--- config.mk ---
export PLATFORM = sky130hd
export DESIGN_NAME = hrc_reset_seq
export DESIGN_NICKNAME = d
export VERILOG_FILES = /design/src/hrc_pkg.sv /design/src/hrc_line_sync.sv /design/src/hrc_reset_seq.sv
export SDC_FILE = /design/constraint.sdc
export NUM_CORES = 1
export LEC_CHECK = 0
export BUFFER_PORTS_ARGS = -buffer_cell sky130_fd_sc_hd__buf_2
export CAP_MARGIN = 0
export CORE_MARGIN = 5
export CORE_UTILIZATION = 45
export CTS_CLUSTER_SIZE = 30
export DETAILED_ROUTE_END_ITERATION = 10
export PLACE_DENSITY = 0.65
export SYNTH_ARGS = -nofsm -noshare
export SYNTH_HDL_FRONTEND = slang
export SYNTH_HIERARCHICAL = 1
export SYNTH_SLANG_ARGS = --single-unit
--- constraint.sdc ---
create_clock -name core_clk -period 4.2 [get_ports core_clk]
set_input_delay 1.26 -clock core_clk [delete_from_list [all_inputs] [get_ports core_clk]]
set_output_delay 1.26 -clock core_clk [all_outputs]
set_load 0.02 [all_outputs]
--- src/hrc_pkg.sv ---
// constants shared by the high-speed reset/chirp sequencer
// assumes a single 20 MHz core clock; times are turned into cycles here
package hrc_pkg;
	// clock period
	localparam int CLK_PERIOD_NS = 50;
	// least continuous J time before a device chirp counts (2.5 us)
	localparam int CHIRP_J_MIN_NS = 2500;
	localparam int CHIRP_J_CYC = (CHIRP_J_MIN_NS + CLK_PERIOD_NS - 1) / CLK_PERIOD_NS;
	// device chirp must end by this time after reset start (7 ms)
	localparam int CHIRP_DEADLINE_US = 7000;
	localparam int CHIRP_DEADLINE_CYC = (CHIRP_DEADLINE_US * 1000 + CLK_PERIOD_NS - 1) / CLK_PERIOD_NS;
	// least reset drive time (50 ms)
	localparam int RESET_DRIVE_US = 50000;
	localparam int RESET_DRIVE_CYC = (RESET_DRIVE_US * 1000 + CLK_PERIOD_NS - 1) / CLK_PERIOD_NS;
	// host chirp bit length, middle of the 40..60 us window
	localparam int CHIRP_BIT_US = 50;
	localparam int CHIRP_BIT_CYC = (CHIRP_BIT_US * 1000) / CLK_PERIOD_NS;
	// stop processing time, about 6 cycles at 60 MHz (100 ns)
	localparam int CANCEL_NS = 100;
	localparam int CANCEL_CYC = (CANCEL_NS + CLK_PERIOD_NS - 1) / CLK_PERIOD_NS;
	// timer width, large enough for the reset drive count
	localparam int TIMER_W = 21;

	// host negotiation control register fields
	localparam int CTRL_CANCEL_BIT = 7;
	localparam int CTRL_CMD_LSB = 0;
	localparam int CTRL_CMD_W = 4;
	localparam logic [3:0] CMD_NONE = 4'h0;
	localparam logic [3:0] CMD_BUS_RESET = 4'h1;
	localparam logic [3:0] CMD_GO_DISABLED = 4'h3;

	// host state monitor encodings
	localparam logic [1:0] HOST_IDLE = 2'h0;
	localparam logic [1:0] HOST_RESET = 2'h1;
	localparam logic [1:0] HOST_DISABLED = 2'h2;

	// transceiver encodings
	localparam logic [1:0] TRANSCEIVER_OP_MODE_NORMAL = 2'h0;
	localparam logic [1:0] TRANSCEIVER_OP_MODE_NONDRIVE = 2'h1;
	localparam logic [1:0] LINE_SE0 = 2'h0;
	localparam logic [1:0] LINE_J = 2'h1;

	// reset values
	localparam logic [1:0] HOST_STATE_RST = HOST_IDLE;
	localparam logic [1:0] TRANSCEIVER_OP_MODE_RST = TRANSCEIVER_OP_MODE_NONDRIVE;

	typedef enum logic [2:0] {
		SEQ_IDLE,
		SEQ_DETECT,
		SEQ_WAIT_CHIRP_END,
		SEQ_HOST_CHIRP,
		SEQ_RESET_HOLD,
		SEQ_CANCEL
	} hrc_seq_e;
endpackage

--- src/hrc_line_sync.sv ---
// three-stage synchroniser for the transceiver line state
// assumes lineIn changes freely relative to core_clk
module hrc_line_sync #(
	parameter int WIDTH = 2
) (
	// clock and control
	input wire logic core_clk,
	input wire logic srst,
	input wire logic clkEn,
	// line
	input wire logic [WIDTH-1:0] lineIn,
	output logic [WIDTH-1:0] lineOut
);
	logic [WIDTH-1:0] meta_r;
	logic [WIDTH-1:0] sync2_r;
	logic [WIDTH-1:0] sync3_r;

	// shift chain; the first stage feeds only the second
	always_ff @(posedge core_clk)
	begin
		if (srst)
		begin
			meta_r <= '0;
			sync2_r <= '0;
			sync3_r <= '0;
		end
		else if (clkEn)
		begin
			meta_r <= lineIn;
			sync2_r <= meta_r;
			sync3_r <= sync2_r;
		end
	end

	// take a new value only once stages two and three agree, to reject glitches
	always_ff @(posedge core_clk)
	begin
		if (srst)
			lineOut <= '0;
		else if (clkEn && (sync2_r == sync3_r))
			lineOut <= sync3_r;
	end
endmodule

--- src/hrc_reset_seq.sv ---
// host bus-reset sequencer: high-speed detection handshake and chirp error path
// assumes firmware drives the control strobes from core_clk, line state arrives async
// Function
// - with finish-disable 0, a chirp error never leads to host chirping before reset ends.
// - bus-reset command sets host state monitor to reset immediately, then runs automatically.
// - at start, transceiver and termination select high speed, op mode normal.
// - enable chirp detection; chirp recognised after J held at least 2.5 us.
// - device chirp not ended 7 ms after start sets chirp error flag.
// - chirp detection is disabled in the same cycle the error flag sets.
// - mode 0 ends reset at least 50 ms after error, then sets reset complete.
// - with finish-disable 1, after error wait chirp end then chirp as host.
// - cancel stops the sequence and self-clears after the stop time.
// - in host-chirp mode, line falling to SE0 sets high speed and chirp ok.
// - host chirp starts with K then alternates K and J until ended.
module hrc_reset_seq
	import hrc_pkg::*;
#(
	parameter int DEADLINE_CYC = CHIRP_DEADLINE_CYC,
	parameter int DRIVE_CYC = RESET_DRIVE_CYC
) (
	// clock and reset
	input wire logic core_clk,
	input wire logic srst,
	input wire logic clkEn,
	// host negotiation control write port
	input wire logic ctrlWrite,
	input wire logic [7:0] ctrlData,
	input wire logic chirpFinishDisable,
	// flag clears, one-cycle pulses
	input wire logic clrChirpError,
	input wire logic clrChirpOk,
	input wire logic clrResetComplete,
	// transceiver line state, asynchronous
	input wire logic [1:0] lineStateA,
	// control state shown to firmware
	output logic [3:0] hostStateCommand,
	output logic autoCancel,
	output logic [1:0] hostStateMonitor,
	output logic chirpErrorFlag,
	output logic chirpOkFlag,
	output logic resetCompleteFlag,
	// transceiver controls
	output logic transceiverSelect,
	output logic terminationSelect,
	output logic [1:0] transceiverOpMode,
	output logic portSpeedHs,
	output logic chirpDetectEn,
	output logic hostChirpDrive,
	output logic hostChirpK
);
	hrc_seq_e seq_r;
	logic [1:0] lineSync;
	logic [TIMER_W-1:0] timer_r;
	logic [11:0] jCount_r;
	logic [11:0] bitCount_r;
	logic chirpSeen_r;
	logic startReset;
	logic startCancel;
	logic lineJ;
	logic lineSe0;
	logic deadlineHit;
	logic driveDone;
	logic setError;
	logic setOk;
	logic setComplete;

	hrc_line_sync #(
		.WIDTH(2)
	) uLineSync (
		.core_clk(core_clk),
		.srst(srst),
		.clkEn(clkEn),
		.lineIn(lineStateA),
		.lineOut(lineSync)
	);

	// decode of the control write; cancel outranks any command in the same write
	assign startCancel = ctrlWrite && ctrlData[CTRL_CANCEL_BIT];
	assign startReset = ctrlWrite && !ctrlData[CTRL_CANCEL_BIT]
		&& (ctrlData[CTRL_CMD_LSB +: CTRL_CMD_W] == CMD_BUS_RESET);
	assign lineJ = (lineSync == LINE_J);
	assign lineSe0 = (lineSync == LINE_SE0);
	assign deadlineHit = (timer_r >= TIMER_W'(DEADLINE_CYC - 1));
	assign driveDone = (timer_r >= TIMER_W'(DRIVE_CYC - 1));

	// event strobes feeding the sticky flags
	assign setError = (seq_r == SEQ_DETECT) && deadlineHit && !(chirpSeen_r && lineSe0);
	assign setOk = (seq_r == SEQ_WAIT_CHIRP_END) && lineSe0;
	assign setComplete = (seq_r == SEQ_RESET_HOLD || seq_r == SEQ_HOST_CHIRP) && driveDone;

	// sequencer; the device chirp start within 6.0 ms is not checked, only the 7 ms end
	always_ff @(posedge core_clk)
	begin
		if (srst)
			seq_r <= SEQ_IDLE;
		else if (clkEn)
		begin
			if (startCancel)
				seq_r <= SEQ_CANCEL;
			else if (startReset)
				seq_r <= SEQ_DETECT;
			else
			begin
				unique case (seq_r)
					SEQ_IDLE: seq_r <= SEQ_IDLE;
					SEQ_DETECT:
					begin
						if (setError)
							seq_r <= chirpFinishDisable ? SEQ_WAIT_CHIRP_END : SEQ_RESET_HOLD;
						else if (chirpSeen_r && lineSe0)
							seq_r <= SEQ_WAIT_CHIRP_END;
					end
					SEQ_WAIT_CHIRP_END:
					begin
						if (lineSe0)
							seq_r <= SEQ_HOST_CHIRP;
					end
					SEQ_HOST_CHIRP:
					begin
						if (driveDone)
							seq_r <= SEQ_IDLE;
					end
					SEQ_RESET_HOLD:
					begin
						if (driveDone)
							seq_r <= SEQ_IDLE;
					end
					SEQ_CANCEL:
					begin
						if (timer_r >= TIMER_W'(CANCEL_CYC - 1))
							seq_r <= SEQ_IDLE;
					end
				endcase
			end
		end
	end

	// shared timer, restarted on reset start, cancel, chirp error and chirp ok
	always_ff @(posedge core_clk)
	begin
		if (srst)
			timer_r <= '0;
		else if (clkEn)
		begin
			if (startCancel || startReset || setError || setOk)
				timer_r <= '0;
			else if (seq_r != SEQ_IDLE && seq_r != SEQ_WAIT_CHIRP_END)
				timer_r <= timer_r + TIMER_W'(1);
		end
	end

	// device chirp qualifier: J must hold unbroken for the minimum time
	always_ff @(posedge core_clk)
	begin
		if (srst)
		begin
			jCount_r <= '0;
			chirpSeen_r <= 1'b0;
		end
		else if (clkEn)
		begin
			if (startReset || !chirpDetectEn || !lineJ)
				jCount_r <= '0;
			else if (jCount_r < 12'(CHIRP_J_CYC))
				jCount_r <= jCount_r + 12'h001;
			if (startReset || startCancel)
				chirpSeen_r <= 1'b0;
			else if (chirpDetectEn && lineJ && jCount_r >= 12'(CHIRP_J_CYC - 1))
				chirpSeen_r <= 1'b1;
		end
	end

	// detection enable follows the start and drops with the error
	always_ff @(posedge core_clk)
	begin
		if (srst)
			chirpDetectEn <= 1'b0;
		else if (clkEn)
		begin
			if (startReset)
				chirpDetectEn <= 1'b1;
			else if (startCancel || setError || (seq_r == SEQ_DETECT && chirpSeen_r && lineSe0))
				chirpDetectEn <= 1'b0;
		end
	end

	// command field, cancel bit and host state monitor
	always_ff @(posedge core_clk)
	begin
		if (srst)
		begin
			hostStateCommand <= CMD_NONE;
			autoCancel <= 1'b0;
			hostStateMonitor <= HOST_STATE_RST;
		end
		else if (clkEn)
		begin
			if (ctrlWrite)
				hostStateCommand <= ctrlData[CTRL_CMD_LSB +: CTRL_CMD_W];
			if (startCancel)
				autoCancel <= 1'b1;
			else if (seq_r == SEQ_CANCEL && timer_r >= TIMER_W'(CANCEL_CYC - 1))
				autoCancel <= 1'b0;
			if (startReset)
				hostStateMonitor <= HOST_RESET;
			else if (ctrlWrite && !ctrlData[CTRL_CANCEL_BIT] && seq_r == SEQ_IDLE && !autoCancel
				&& ctrlData[CTRL_CMD_LSB +: CTRL_CMD_W] == CMD_GO_DISABLED)
				hostStateMonitor <= HOST_DISABLED; // ignored while a sequence or cancel runs
		end
	end

	// transceiver setup at reset start
	always_ff @(posedge core_clk)
	begin
		if (srst)
		begin
			transceiverSelect <= 1'b0;
			terminationSelect <= 1'b0;
			transceiverOpMode <= TRANSCEIVER_OP_MODE_RST;
			portSpeedHs <= 1'b0;
		end
		else if (clkEn)
		begin
			if (startReset)
			begin
				transceiverSelect <= 1'b1;
				terminationSelect <= 1'b1;
				transceiverOpMode <= TRANSCEIVER_OP_MODE_NORMAL;
				portSpeedHs <= 1'b0;
			end
			else if (setOk)
				portSpeedHs <= 1'b1;
		end
	end

	// host chirp generator: K first, then K/J per bit time
	always_ff @(posedge core_clk)
	begin
		if (srst)
		begin
			hostChirpDrive <= 1'b0;
			hostChirpK <= 1'b0;
			bitCount_r <= '0;
		end
		else if (clkEn)
		begin
			if (startCancel || startReset || seq_r != SEQ_HOST_CHIRP || driveDone)
			begin
				// only this state drives, so the error path of mode 0 stays silent
				// a cancel or restart in the same cycle as the chirp start must not leave a one-cycle drive
				hostChirpDrive <= setOk && !startCancel && !startReset;
				hostChirpK <= setOk && !startCancel && !startReset;
				bitCount_r <= '0;
			end
			else if (bitCount_r >= 12'(CHIRP_BIT_CYC - 1))
			begin
				hostChirpK <= !hostChirpK;
				bitCount_r <= '0;
			end
			else
				bitCount_r <= bitCount_r + 12'h001;
		end
	end

	// sticky flags; a set in the same cycle as a clear wins
	always_ff @(posedge core_clk)
	begin
		if (srst)
		begin
			chirpErrorFlag <= 1'b0;
			chirpOkFlag <= 1'b0;
			resetCompleteFlag <= 1'b0;
		end
		else if (clkEn)
		begin
			if (setError)
				chirpErrorFlag <= 1'b1;
			else if (clrChirpError)
				chirpErrorFlag <= 1'b0;
			if (setOk)
				chirpOkFlag <= 1'b1;
			else if (clrChirpOk)
				chirpOkFlag <= 1'b0;
			if (setComplete && !startCancel)
				resetCompleteFlag <= 1'b1;
			else if (clrResetComplete)
				resetCompleteFlag <= 1'b0;
		end
	end
endmodule

==> flow_summary.ini, run 1 <==
[floorplanning]
dieArea_mm2 = 0.01010
dieWidth_um = 100.5
start_util = 0.4555
design.portCount = 36
placementRows = 33
core_area_mm2 = 0.008093
die_height_um = 100.5

[route]
antenna_left = 0
post_detailed_route_via_to_cell_ratio = 5.577
drcViolationCount = 0
wl_mm = 8.269
drt-wirelength-per-cell_um = 14.11
route.vias.total = 3268
detail_route.iter0.violations = 194
detailedRoute.firstPassIterationCount = 4

[yosys]
yosys_warnings = 6
ys_seq_area_frac = 0.3965
yosys_register_bits = 73
postSynthNetCount = 475
synth_cell_types = 60
yosysTopAreaCellShare = 0.3965
ys_dominant_reg_cell = sky130_fd_sc_hd__dfxtp_1
synth_area_mm2 = 0.003686
synth_area_leaders = sky130_fd_sc_hd__dfxtp_1, sky130_fd_sc_hd__nor2_1, sky130_fd_sc_hd__nor3_1
post-synth-top-area-cell = sky130_fd_sc_hd__dfxtp_1
synthCells = 451
asyncSetResetFlopFracSynth = 0
post_synth.cell_area_avg_um2 = 8.173
number_of_enable_flip_flop_cells_after_synthesis = 0

[timing]
worst_hold_slack_ns = 0.4507
final_setup_violation_count = 0
total_negative_slack_for_setup_checks_ns = 0
rsz0062_at_grt = no
max_freq_mhz = 336.5
tightest_slew_ns = 0.8081
time_the_final_worst_path_needs_with_i_o_delays_and_setup_ns = 2.972
hold_violations = 0
max-slew-margin-rel = 0.4571
finalCritPeriodShare = 0.7076
skew_ns = 0.01398
slew_violations = 0

[setup_path]
startpoint_type = input port
worst-path-max-fanout = 4
r2r_cells = 8
timing.critical_path.to_type = register
reg2reg_to = timer_r[11]
worst-endpoint-required_ns = 4.47
crit_path_category = input port to register
worstSetupStartpoint = ctrlData[3]
arrival_ns = 3.24
worst-r2r-setup-slack_ns = 1.60
timing.rr.start = timer_r[0]

[power]
power-per-cell-area_mw_per_mm2 = 366.9
leakage_nw = 1.527
worst_ir_drop_vdd_mv = 0.1576
power.total_mw = 1.530

[placed_design]
place_congestion = 0.8872
place_hpwl_mm = 5.916
portBuffers = 31

[cells_and_area]
layout_commonest_cell = sky130_fd_sc_hd__dfxtp_1
mostFrequentLayoutCells = sky130_fd_sc_hd__dfxtp_1, sky130_fd_sc_hd__nor2_1, sky130_fd_sc_hd__nand2_1
num_antenna_cells = 0
multi_input_area_mm2 = 0.002088
synthToLayoutAreaGrowth_pct = 13.10
layout-drive-gt1-share = 0.1227
layout.nets = 500
seqCellArea_mm2 = 0.001461
final.fill_count = 802

[hold_path]
timing.hold.worst_endpoint = hostStateCommand[0]
min_delay_path_depth = 2
worstHoldStart = hostStateCommand[0]
worst_hold_check_path_type = register to register

[clock_tree]
cts_root_buf = sky130_fd_sc_hd__clkbuf_8
clk_path_buf_depth = 2
cts_tree = built
ctsResizeCount = 0
clk-insertion-delay-late_ns = 0.35
cts_buffers = 9
cts.reportedPaths.clkPinSlew_ns = 0.07
cts_hold_repair.buffers = 0
count_of_buffers_added_by_post_cts_timing_repair_for_setup = 0
clock_sink_count = 73
htree_num_levels = 3

[outcome]
run_status = complete, no violations

[run]
max_cap_check_violation_count = 0

[global_route]
grt_usage = 0.1713
wire_length_of_the_first_global_routing_pass_mm = 14.25
grt_start_max_net_pins = 40
overflow = 0
via_count_of_the_first_global_routing_pass = 3085
antenna_found_initial = 0
per-stage QoR:
stage               setup slack (ns)  utilization  area [um2]  cells
detailed placement            0.8883       0.4838        3915    570
finish                         1.228       0.5152        4169    586
global route                  0.9593       0.5152        4169    586
floorplan                      1.376            -        3686    451
global placement              0.8479       0.4838        3915    570
CTS                            1.192       0.5152        4169    586
worst max-delay path, stage by stage:
cell and delay (ns):
sky130_fd_sc_hd__buf_2 0.12, sky130_fd_sc_hd__nor4b_1 0.47, sky130_fd_sc_hd__o21ai_0 0.29, sky130_fd_sc_hd__a311oi_1 0.62, sky130_fd_sc_hd__nand4_1 0.19, sky130_fd_sc_hd__xor2_1 0.17, sky130_fd_sc_hd__nor3_1 0.13
where the power goes:
| part | internal (mW) | leakage [nW] | switching (mW) |
|---|---|---|---|
| combinational | 0.0475 | 0.810 | 0.0783 |
| sequential | 0.703 | 0.590 | 0.0155 |
| clock | 0.429 | 0.127 | 0.256 |
cells by family (layout without fill, tap and decap cells):
logic type / Yosys count / after routing / share of synthesized area
adders and majority gates: 6 / 6 / 0.02037
xor gates and xnor gates: 33 / 33 / 0.07841
other: 1 / 1 / 0.001017
muxes: 8 / 8 / 0.02206
AOI/OAI and AO/OA: 78 / 78 / 0.1477
buffers and inverters: 33 / 63 / 0.03700
and+or+nand+nor: 219 / 219 / 0.2970
DFF: 73 / 73 / 0.3965
per-layer routing:
layer,share of wire,GRT usage,vias to the layer above
met5,0,0,-
met4,0.011,0.04767,0
met3,0.048,0.03875,7
met2,0.45,0.2778,63
met1,0.49,0.2292,1539
li1,-,-,1659
flip-flops by register name (all words and copies together) (netlist names), 2 cells and up:
register and count:
seq_r 3, uLineSync/sync2_r 2, uLineSync/sync3_r 2, bitCount_r 12, uLineSync/meta_r 2, hostStateCommand 4, timer_r 21, hostStateMonitor 2
jCount_r 12, uLineSync/lineOut 2
area by class of cell:
| cell class | instances | area share |
|---|---|---|
| multi-input cells | 345 | 0.5009 |
| well taps | 105 | 0.03151 |
| clock buffers | 12 | 0.03721 |
| repair buffers | 36 | 0.04622 |
| clock inverters | 4 | 0.02371 |
| flip-flops and latches | 73 | 0.3505 |
| inverters | 11 | 0.009904 |
synthesized netlist by cell type, types with 3 or more instances:
master / instances
sky130_fd_sc_hd__nand3b_1: 3
sky130_fd_sc_hd__and4_1: 3
sky130_fd_sc_hd__nand2b_1: 4
sky130_fd_sc_hd__nand4_1: 7
sky130_fd_sc_hd__a22oi_1: 3
sky130_fd_sc_hd__or4_1: 3
sky130_fd_sc_hd__buf_1: 5
sky130_fd_sc_hd__nand3_1: 19
sky130_fd_sc_hd__buf_4: 3
sky130_fd_sc_hd__xor2_1: 14
sky130_fd_sc_hd__clkbuf_1: 13
sky130_fd_sc_hd__dfxtp_1: 73
sky130_fd_sc_hd__nand2_1: 42
sky130_fd_sc_hd__ha_1: 6
sky130_fd_sc_hd__inv_1: 11
sky130_fd_sc_hd__and3_1: 4
sky130_fd_sc_hd__nor2_1: 60
sky130_fd_sc_hd__a31oi_1: 7
sky130_fd_sc_hd__o21a_1: 3
sky130_fd_sc_hd__xnor2_1: 19
sky130_fd_sc_hd__or3_1: 7
sky130_fd_sc_hd__nor4b_1: 3
sky130_fd_sc_hd__a21oi_1: 17
sky130_fd_sc_hd__a21o_1: 5
sky130_fd_sc_hd__nand4b_1: 3
sky130_fd_sc_hd__nor3_1: 37
sky130_fd_sc_hd__o21ai_0: 12
sky130_fd_sc_hd__mux2i_1: 7
sky130_fd_sc_hd__a211oi_1: 5
sky130_fd_sc_hd__nor4_1: 9
sky130_fd_sc_hd__and2_1: 6
worst max path at each step:
stage / end / slack, ns / cells after the start
final: timer_r[13] / 1.23 / 7
after global routing: timer_r[13] / 0.96 / 7
after CTS: timer_r[13] / 1.19 / 7
after detailed placement: timer_r[13] / 0.89 / 7
after global placement: timer_r[13] / 0.85 / 7
after floorplan: timer_r[20] / 1.38 / 6
No activity file was read; power rests on OpenSTA's default activity.
==> inputs of run 2 (changes only) <==
--- a/config.mk
+++ b/config.mk
@@ -11,7 +11,7 @@
 export CORE_UTILIZATION = 45
 export CTS_CLUSTER_SIZE = 30
 export DETAILED_ROUTE_END_ITERATION = 10
-export PLACE_DENSITY = 0.65
+export PLACE_DENSITY = 0.68
 export SYNTH_ARGS = -nofsm -noshare
 export SYNTH_HDL_FRONTEND = slang
 export SYNTH_HIERARCHICAL = 1
==> constraint.sdc (replaced) <==
create_clock -name core_clk -period 2.6 [get_ports core_clk]
set_input_delay 0.78 -clock core_clk [delete_from_list [all_inputs] [get_ports core_clk]]
set_output_delay 0.78 -clock core_clk [all_outputs]
set_load 0.02 [all_outputs]
==> flow_summary.ini, run 2 (synthesis gave the netlist of run 1 again) <==
[timing]
rsz0062_at_grt = no
skew_ns = 0.01201
time_the_final_worst_path_needs_with_i_o_delays_and_setup_ns = 2.476
hold_violations = 0
total_negative_slack_for_setup_checks_ns = 0
max_freq_mhz = 403.9
max-slew-margin-rel = 0.6237
finalCritPeriodShare = 0.9523
final_setup_violation_count = 0
final.setup.worst_slack_ns = 0.1241
tightest_slew_ns = 0.5630
slew_violations = 0

[floorplanning]
dieWidth_um = 100.5
die_height_um = 100.5
placementRows = 33
core_area_mm2 = 0.008093
start_util = 0.4555
dieArea_mm2 = 0.01010
design.portCount = 36

[route]
drt-wirelength-per-cell_um = 14.03
route.vias.total = 3431
antenna_left = 0
detailedRoute.firstPassIterationCount = 4
post_detailed_route_via_to_cell_ratio = 5.552
wl_mm = 8.671
detail_route.iter0.violations = 172
drcViolationCount = 0

[placed_design]
portBuffers = 31
place_hpwl_mm = 6.271
post_dp_cell_area_mm2 = 0.004155
place_congestion = 0.8911
pre_cts_slack_ns = 0.04773

[cells_and_area]
layout-drive-gt1-share = 0.1793
largest-register = timer_r
num_antenna_cells = 0
stdcell_area_mm2 = 0.004362
biggestRegsByFlops = timer_r (21), bitCount_r (12), jCount_r (12)
mostFrequentLayoutCells = sky130_fd_sc_hd__dfxtp_1, sky130_fd_sc_hd__nor2_1, sky130_fd_sc_hd__nand2_1
layout_commonest_cell = sky130_fd_sc_hd__dfxtp_1
synthToLayoutAreaGrowth_pct = 18.33
layout.nets = 532
largest_register_ffs = 21

[run]
max_cap_check_violation_count = 0

[clock_tree]
htree_num_levels = 3
clk_path_buf_depth = 2
cts.reportedPaths.clkPinSlew_ns = 0.07
cts_root_buf = sky130_fd_sc_hd__clkbuf_8
clk-insertion-delay-late_ns = 0.35
cts_tree = built
cts_hold_repair.buffers = 0
count_of_buffers_added_by_post_cts_timing_repair_for_setup = 0
cts_buffers = 9
clock_sink_count = 73

[global_route]
antenna_found_initial = 0
grt_start_max_net_pins = 33
via_count_of_the_first_global_routing_pass = 3238
overflow = 0
wire_length_of_the_first_global_routing_pass_mm = 14.83
grt_usage = 0.1802

[power]
worst_ir_drop_vdd_mv = 0.3538
leakage_nw = 1.669
power-per-cell-area_mw_per_mm2 = 529.9
power.total_mw = 2.311

[setup_path]
worst-endpoint-required_ns = 2.84
slowest_stage = sky130_fd_sc_hd__or4_4
timing.critical_path.to_type = register
cp_num_buf_inv = 0
startpoint_type = register
cp_cell_sequence = or3_1 -> or4_4 -> a211oi_4 -> o41a_2 -> nand2_1 -> mux2_1
critical_path.max_stage_delay_ns = 0.58
family_with_the_most_delay_on_the_worst_path = simple AND/OR/NAND/NOR gates
r2r_cells = 6
crit_path_category = register to register
worst-path-max-fanout = 5
worst-path-stages = 6
arrival_ns = 2.71

[hold_path]
min_delay_path_depth = 2
worst_hold_check_path_type = register to register

[outcome]
run_status = complete, no violations
==> run 2: final timing paths <==
check	start	to	slack, ns
min	hostStateCommand[0]	hostStateCommand[0]	0.46
min reg2reg	hostStateCommand[0]	hostStateCommand[0]	0.46
max	timer_r[11]	seq_r[1]	0.12
max reg2reg	timer_r[11]	seq_r[1]	0.12
==> run 2: area by class of cell <==
| type | count | area, um2 |
|---|---|---|
| tap | 105 | 131.4 |
| inverter | 11 | 41.29 |
| sequential | 73 | 1461 |
| clock inverter | 5 | 53.80 |
| fill | 808 | 3731 |
| timing repair buffer | 68 | 432.9 |
| multi-input combinational | 345 | 2090 |
| clock buffer | 11 | 151.4 |
==> run 2: repair_timing <==
item | in CTS | in global routing
endpoints found under the setup margin | 0 | 15
endpoints found under the hold margin | 0 | 0
resized for setup | 0 | 1
==> run 2: worst register-to-register path, stage by stage (launching register included) <==
cell	delay [ns]
sky130_fd_sc_hd__dfxtp_1	0.36
sky130_fd_sc_hd__or3_1	0.45
sky130_fd_sc_hd__or4_4	0.58
sky130_fd_sc_hd__a211oi_4	0.35
sky130_fd_sc_hd__o41a_2	0.23
sky130_fd_sc_hd__nand2_1	0.08
sky130_fd_sc_hd__mux2_1	0.32
==> run 2: stage by stage <==
| step | util | instances | hold WS [ns] |
|---|---|---|---|
| after floorplan | - | 451 | 0.4212 |
| after global placement | 0.5135 | 602 | 0.4368 |
| after detailed placement | 0.5135 | 602 | 0.4387 |
| after CTS | 0.5388 | 618 | 0.4594 |
| after global routing | 0.5390 | 618 | 0.4872 |
| final | 0.5390 | 618 | 0.4581 |
==> run 2: report_power, final <==
part / leakage, nW / internal (mW) / switching, mW
Clock: 0.109 / 0.492 / 0.427
Sequential: 0.590 / 1.14 / 0.0188
Combinational: 0.970 / 0.0982 / 0.139
Total: 1.67 / 1.73 / 0.585
==> run 2: routing by layer <==
metal	global-route usage	vias to the layer above	share of wire
li1	-	1721	-
met1	0.2364	1620	0.47
met4	0.05389	0	0.013
met2	0.2910	80	0.46
met3	0.04775	10	0.055
met5	0	-	0
==> inputs of run 3 (changes only) <==
--- a/config.mk
+++ b/config.mk
@@ -5,7 +5,7 @@
 export SDC_FILE = /design/constraint.sdc
 export NUM_CORES = 1
 export LEC_CHECK = 0
-export BUFFER_PORTS_ARGS = -buffer_cell sky130_fd_sc_hd__buf_2
+export BUFFER_PORTS_ARGS = -buffer_cell sky130_fd_sc_hd__buf_4
 export CAP_MARGIN = 0
 export CORE_MARGIN = 5
 export CORE_UTILIZATION = 45
==> flow_summary.ini, run 3 (synthesis gave the netlist of run 1 again) <==
[placed_design]
place_congestion = 0.8805
place_hpwl_mm = 6.152
post_dp_cell_area_mm2 = 0.004143
portBuffers = 31

[cells_and_area]
layout-drive-gt1-share = 0.1577
layout_commonest_cell = sky130_fd_sc_hd__dfxtp_1
largest-register = timer_r
biggestRegsByFlops = timer_r (21), bitCount_r (12), jCount_r (12)
synthToLayoutAreaGrowth_pct = 17.45
layout.nets = 520
largest_register_ffs = 21
stdcell_area_mm2 = 0.004329
mostFrequentLayoutCells = sky130_fd_sc_hd__dfxtp_1, sky130_fd_sc_hd__nor2_1, sky130_fd_sc_hd__buf_4
num_antenna_cells = 0

[clock_tree]
clk_path_buf_depth = 2
clk-insertion-delay-late_ns = 0.36
clock_sink_count = 73
cts_root_buf = sky130_fd_sc_hd__clkbuf_8
cts_hold_repair.buffers = 0
ctsResizeCount = 0
cts_tree = built
cts.reportedPaths.clkPinSlew_ns = 0.07
count_of_buffers_added_by_post_cts_timing_repair_for_setup = 0
htree_num_levels = 3
cts_buffers = 9

[floorplanning]
design.portCount = 36
die_height_um = 100.5
start_util = 0.4555
core_area_mm2 = 0.008093
placementRows = 33
dieArea_mm2 = 0.01010
dieWidth_um = 100.5

[setup_path]
worst-endpoint-required_ns = 2.84
r2r_cells = 6
crit_path_category = register to register
slowest_stage = sky130_fd_sc_hd__or4_4
worst-path-max-fanout = 6
arrival_ns = 2.70
startpoint_type = register
cp_cell_sequence = or4_4 -> or4_4 -> a211oi_4 -> o41a_2 -> nand2_1 -> mux2_1
critical_path.max_stage_delay_ns = 0.51
timing.critical_path.to_type = register
critical_path.most_common_cell = sky130_fd_sc_hd__or4_4

[timing]
final_setup_violation_count = 0
skew_ns = 0.009968
time_the_final_worst_path_needs_with_i_o_delays_and_setup_ns = 2.464
rsz0062_at_grt = no
max-slew-margin-rel = 0.5005
hold_violations = 0
slew_violations = 0
total_negative_slack_for_setup_checks_ns = 0
max_freq_mhz = 405.8
tightest_slew_ns = 0.7375
finalCritPeriodShare = 0.9478

[route]
post_detailed_route_via_to_cell_ratio = 5.531
drcViolationCount = 0
drt-wirelength-per-cell_um = 13.81
wl_mm = 8.368
detail_route.iter0.violations = 206
detailedRoute.firstPassIterationCount = 4
route.vias.total = 3352
antenna_left = 0

[run]
max_cap_check_violation_count = 0

[outcome]
run_status = complete, no violations

[power]
worst_ir_drop_vdd_mv = 0.3760
power-per-cell-area_mw_per_mm2 = 517.7
leakage_nw = 1.613

[global_route]
antenna_found_initial = 0
grt_usage = 0.1741
via_count_of_the_first_global_routing_pass = 3113
wire_length_of_the_first_global_routing_pass_mm = 14.21
grt_start_max_net_pins = 35
overflow = 0

[hold_path]
worst_hold_check_path_type = register to register
min_delay_path_depth = 2
## run 3: where the power goes
| part | internal, mW | switching (mW) |
|---|---|---|
| Sequential | 1.14 | 0.0255 |
| Clock | 0.438 | 0.419 |
| Combinational | 0.0944 | 0.128 |
| Total | 1.67 | 0.573 |
## run 3: worst paths after layout
path	startpoint	end	slack (ns)
max	timer_r[8]	seq_r[1]	0.14
min	hostStateCommand[3]	hostStateCommand[3]	0.46
max reg2reg	timer_r[8]	seq_r[1]	0.14
min reg2reg	hostStateCommand[3]	hostStateCommand[3]	0.46
## run 3: per-stage QoR
stage,setup slack [ns],cells,total power [mW],utilization,hold slack (ns)
6_report,0.1358,606,2.241,0.5349,0.4592
5_1_grt,0.04706,606,2.348,0.5349,0.4809
4_1_cts,0.1174,606,2.267,0.5349,0.4624
3_5_place_dp,-0.08383,590,1.408,0.5119,0.4462
3_3_place_gp,-0.1149,590,1.405,0.5119,0.4373
2_1_floorplan,0.1748,451,1.330,-,0.4212
## run 3: cell type report
class                           instances  area [um2]
Tap cell                              105       131.4
Timing Repair Buffer                   56       420.4
Inverter                               11       41.29
Clock inverter                          6       58.81
Clock buffer                           10       127.6
Fill cell                             792        3764
Multi-Input combinational cell        345        2088
Sequential cell                        73        1461
## run 3: layer usage
metal,track usage,up-vias,part of all wire
met1,0.2353,1582,0.49
met2,0.2747,63,0.45
met5,0,-,0
met3,0.03668,10,0.045
met4,0.06218,0,0.016
li1,-,1697,-
## run 3: worst max-delay path: cells and delay by family (launching register included)
kind | cells | cell delay (ns)
multiplexers | 1 | 0.33
AND/OR/NAND/NOR | 3 | 1.09
flip-flops | 1 | 0.37
AO/OA/AOI/OAI | 2 | 0.56
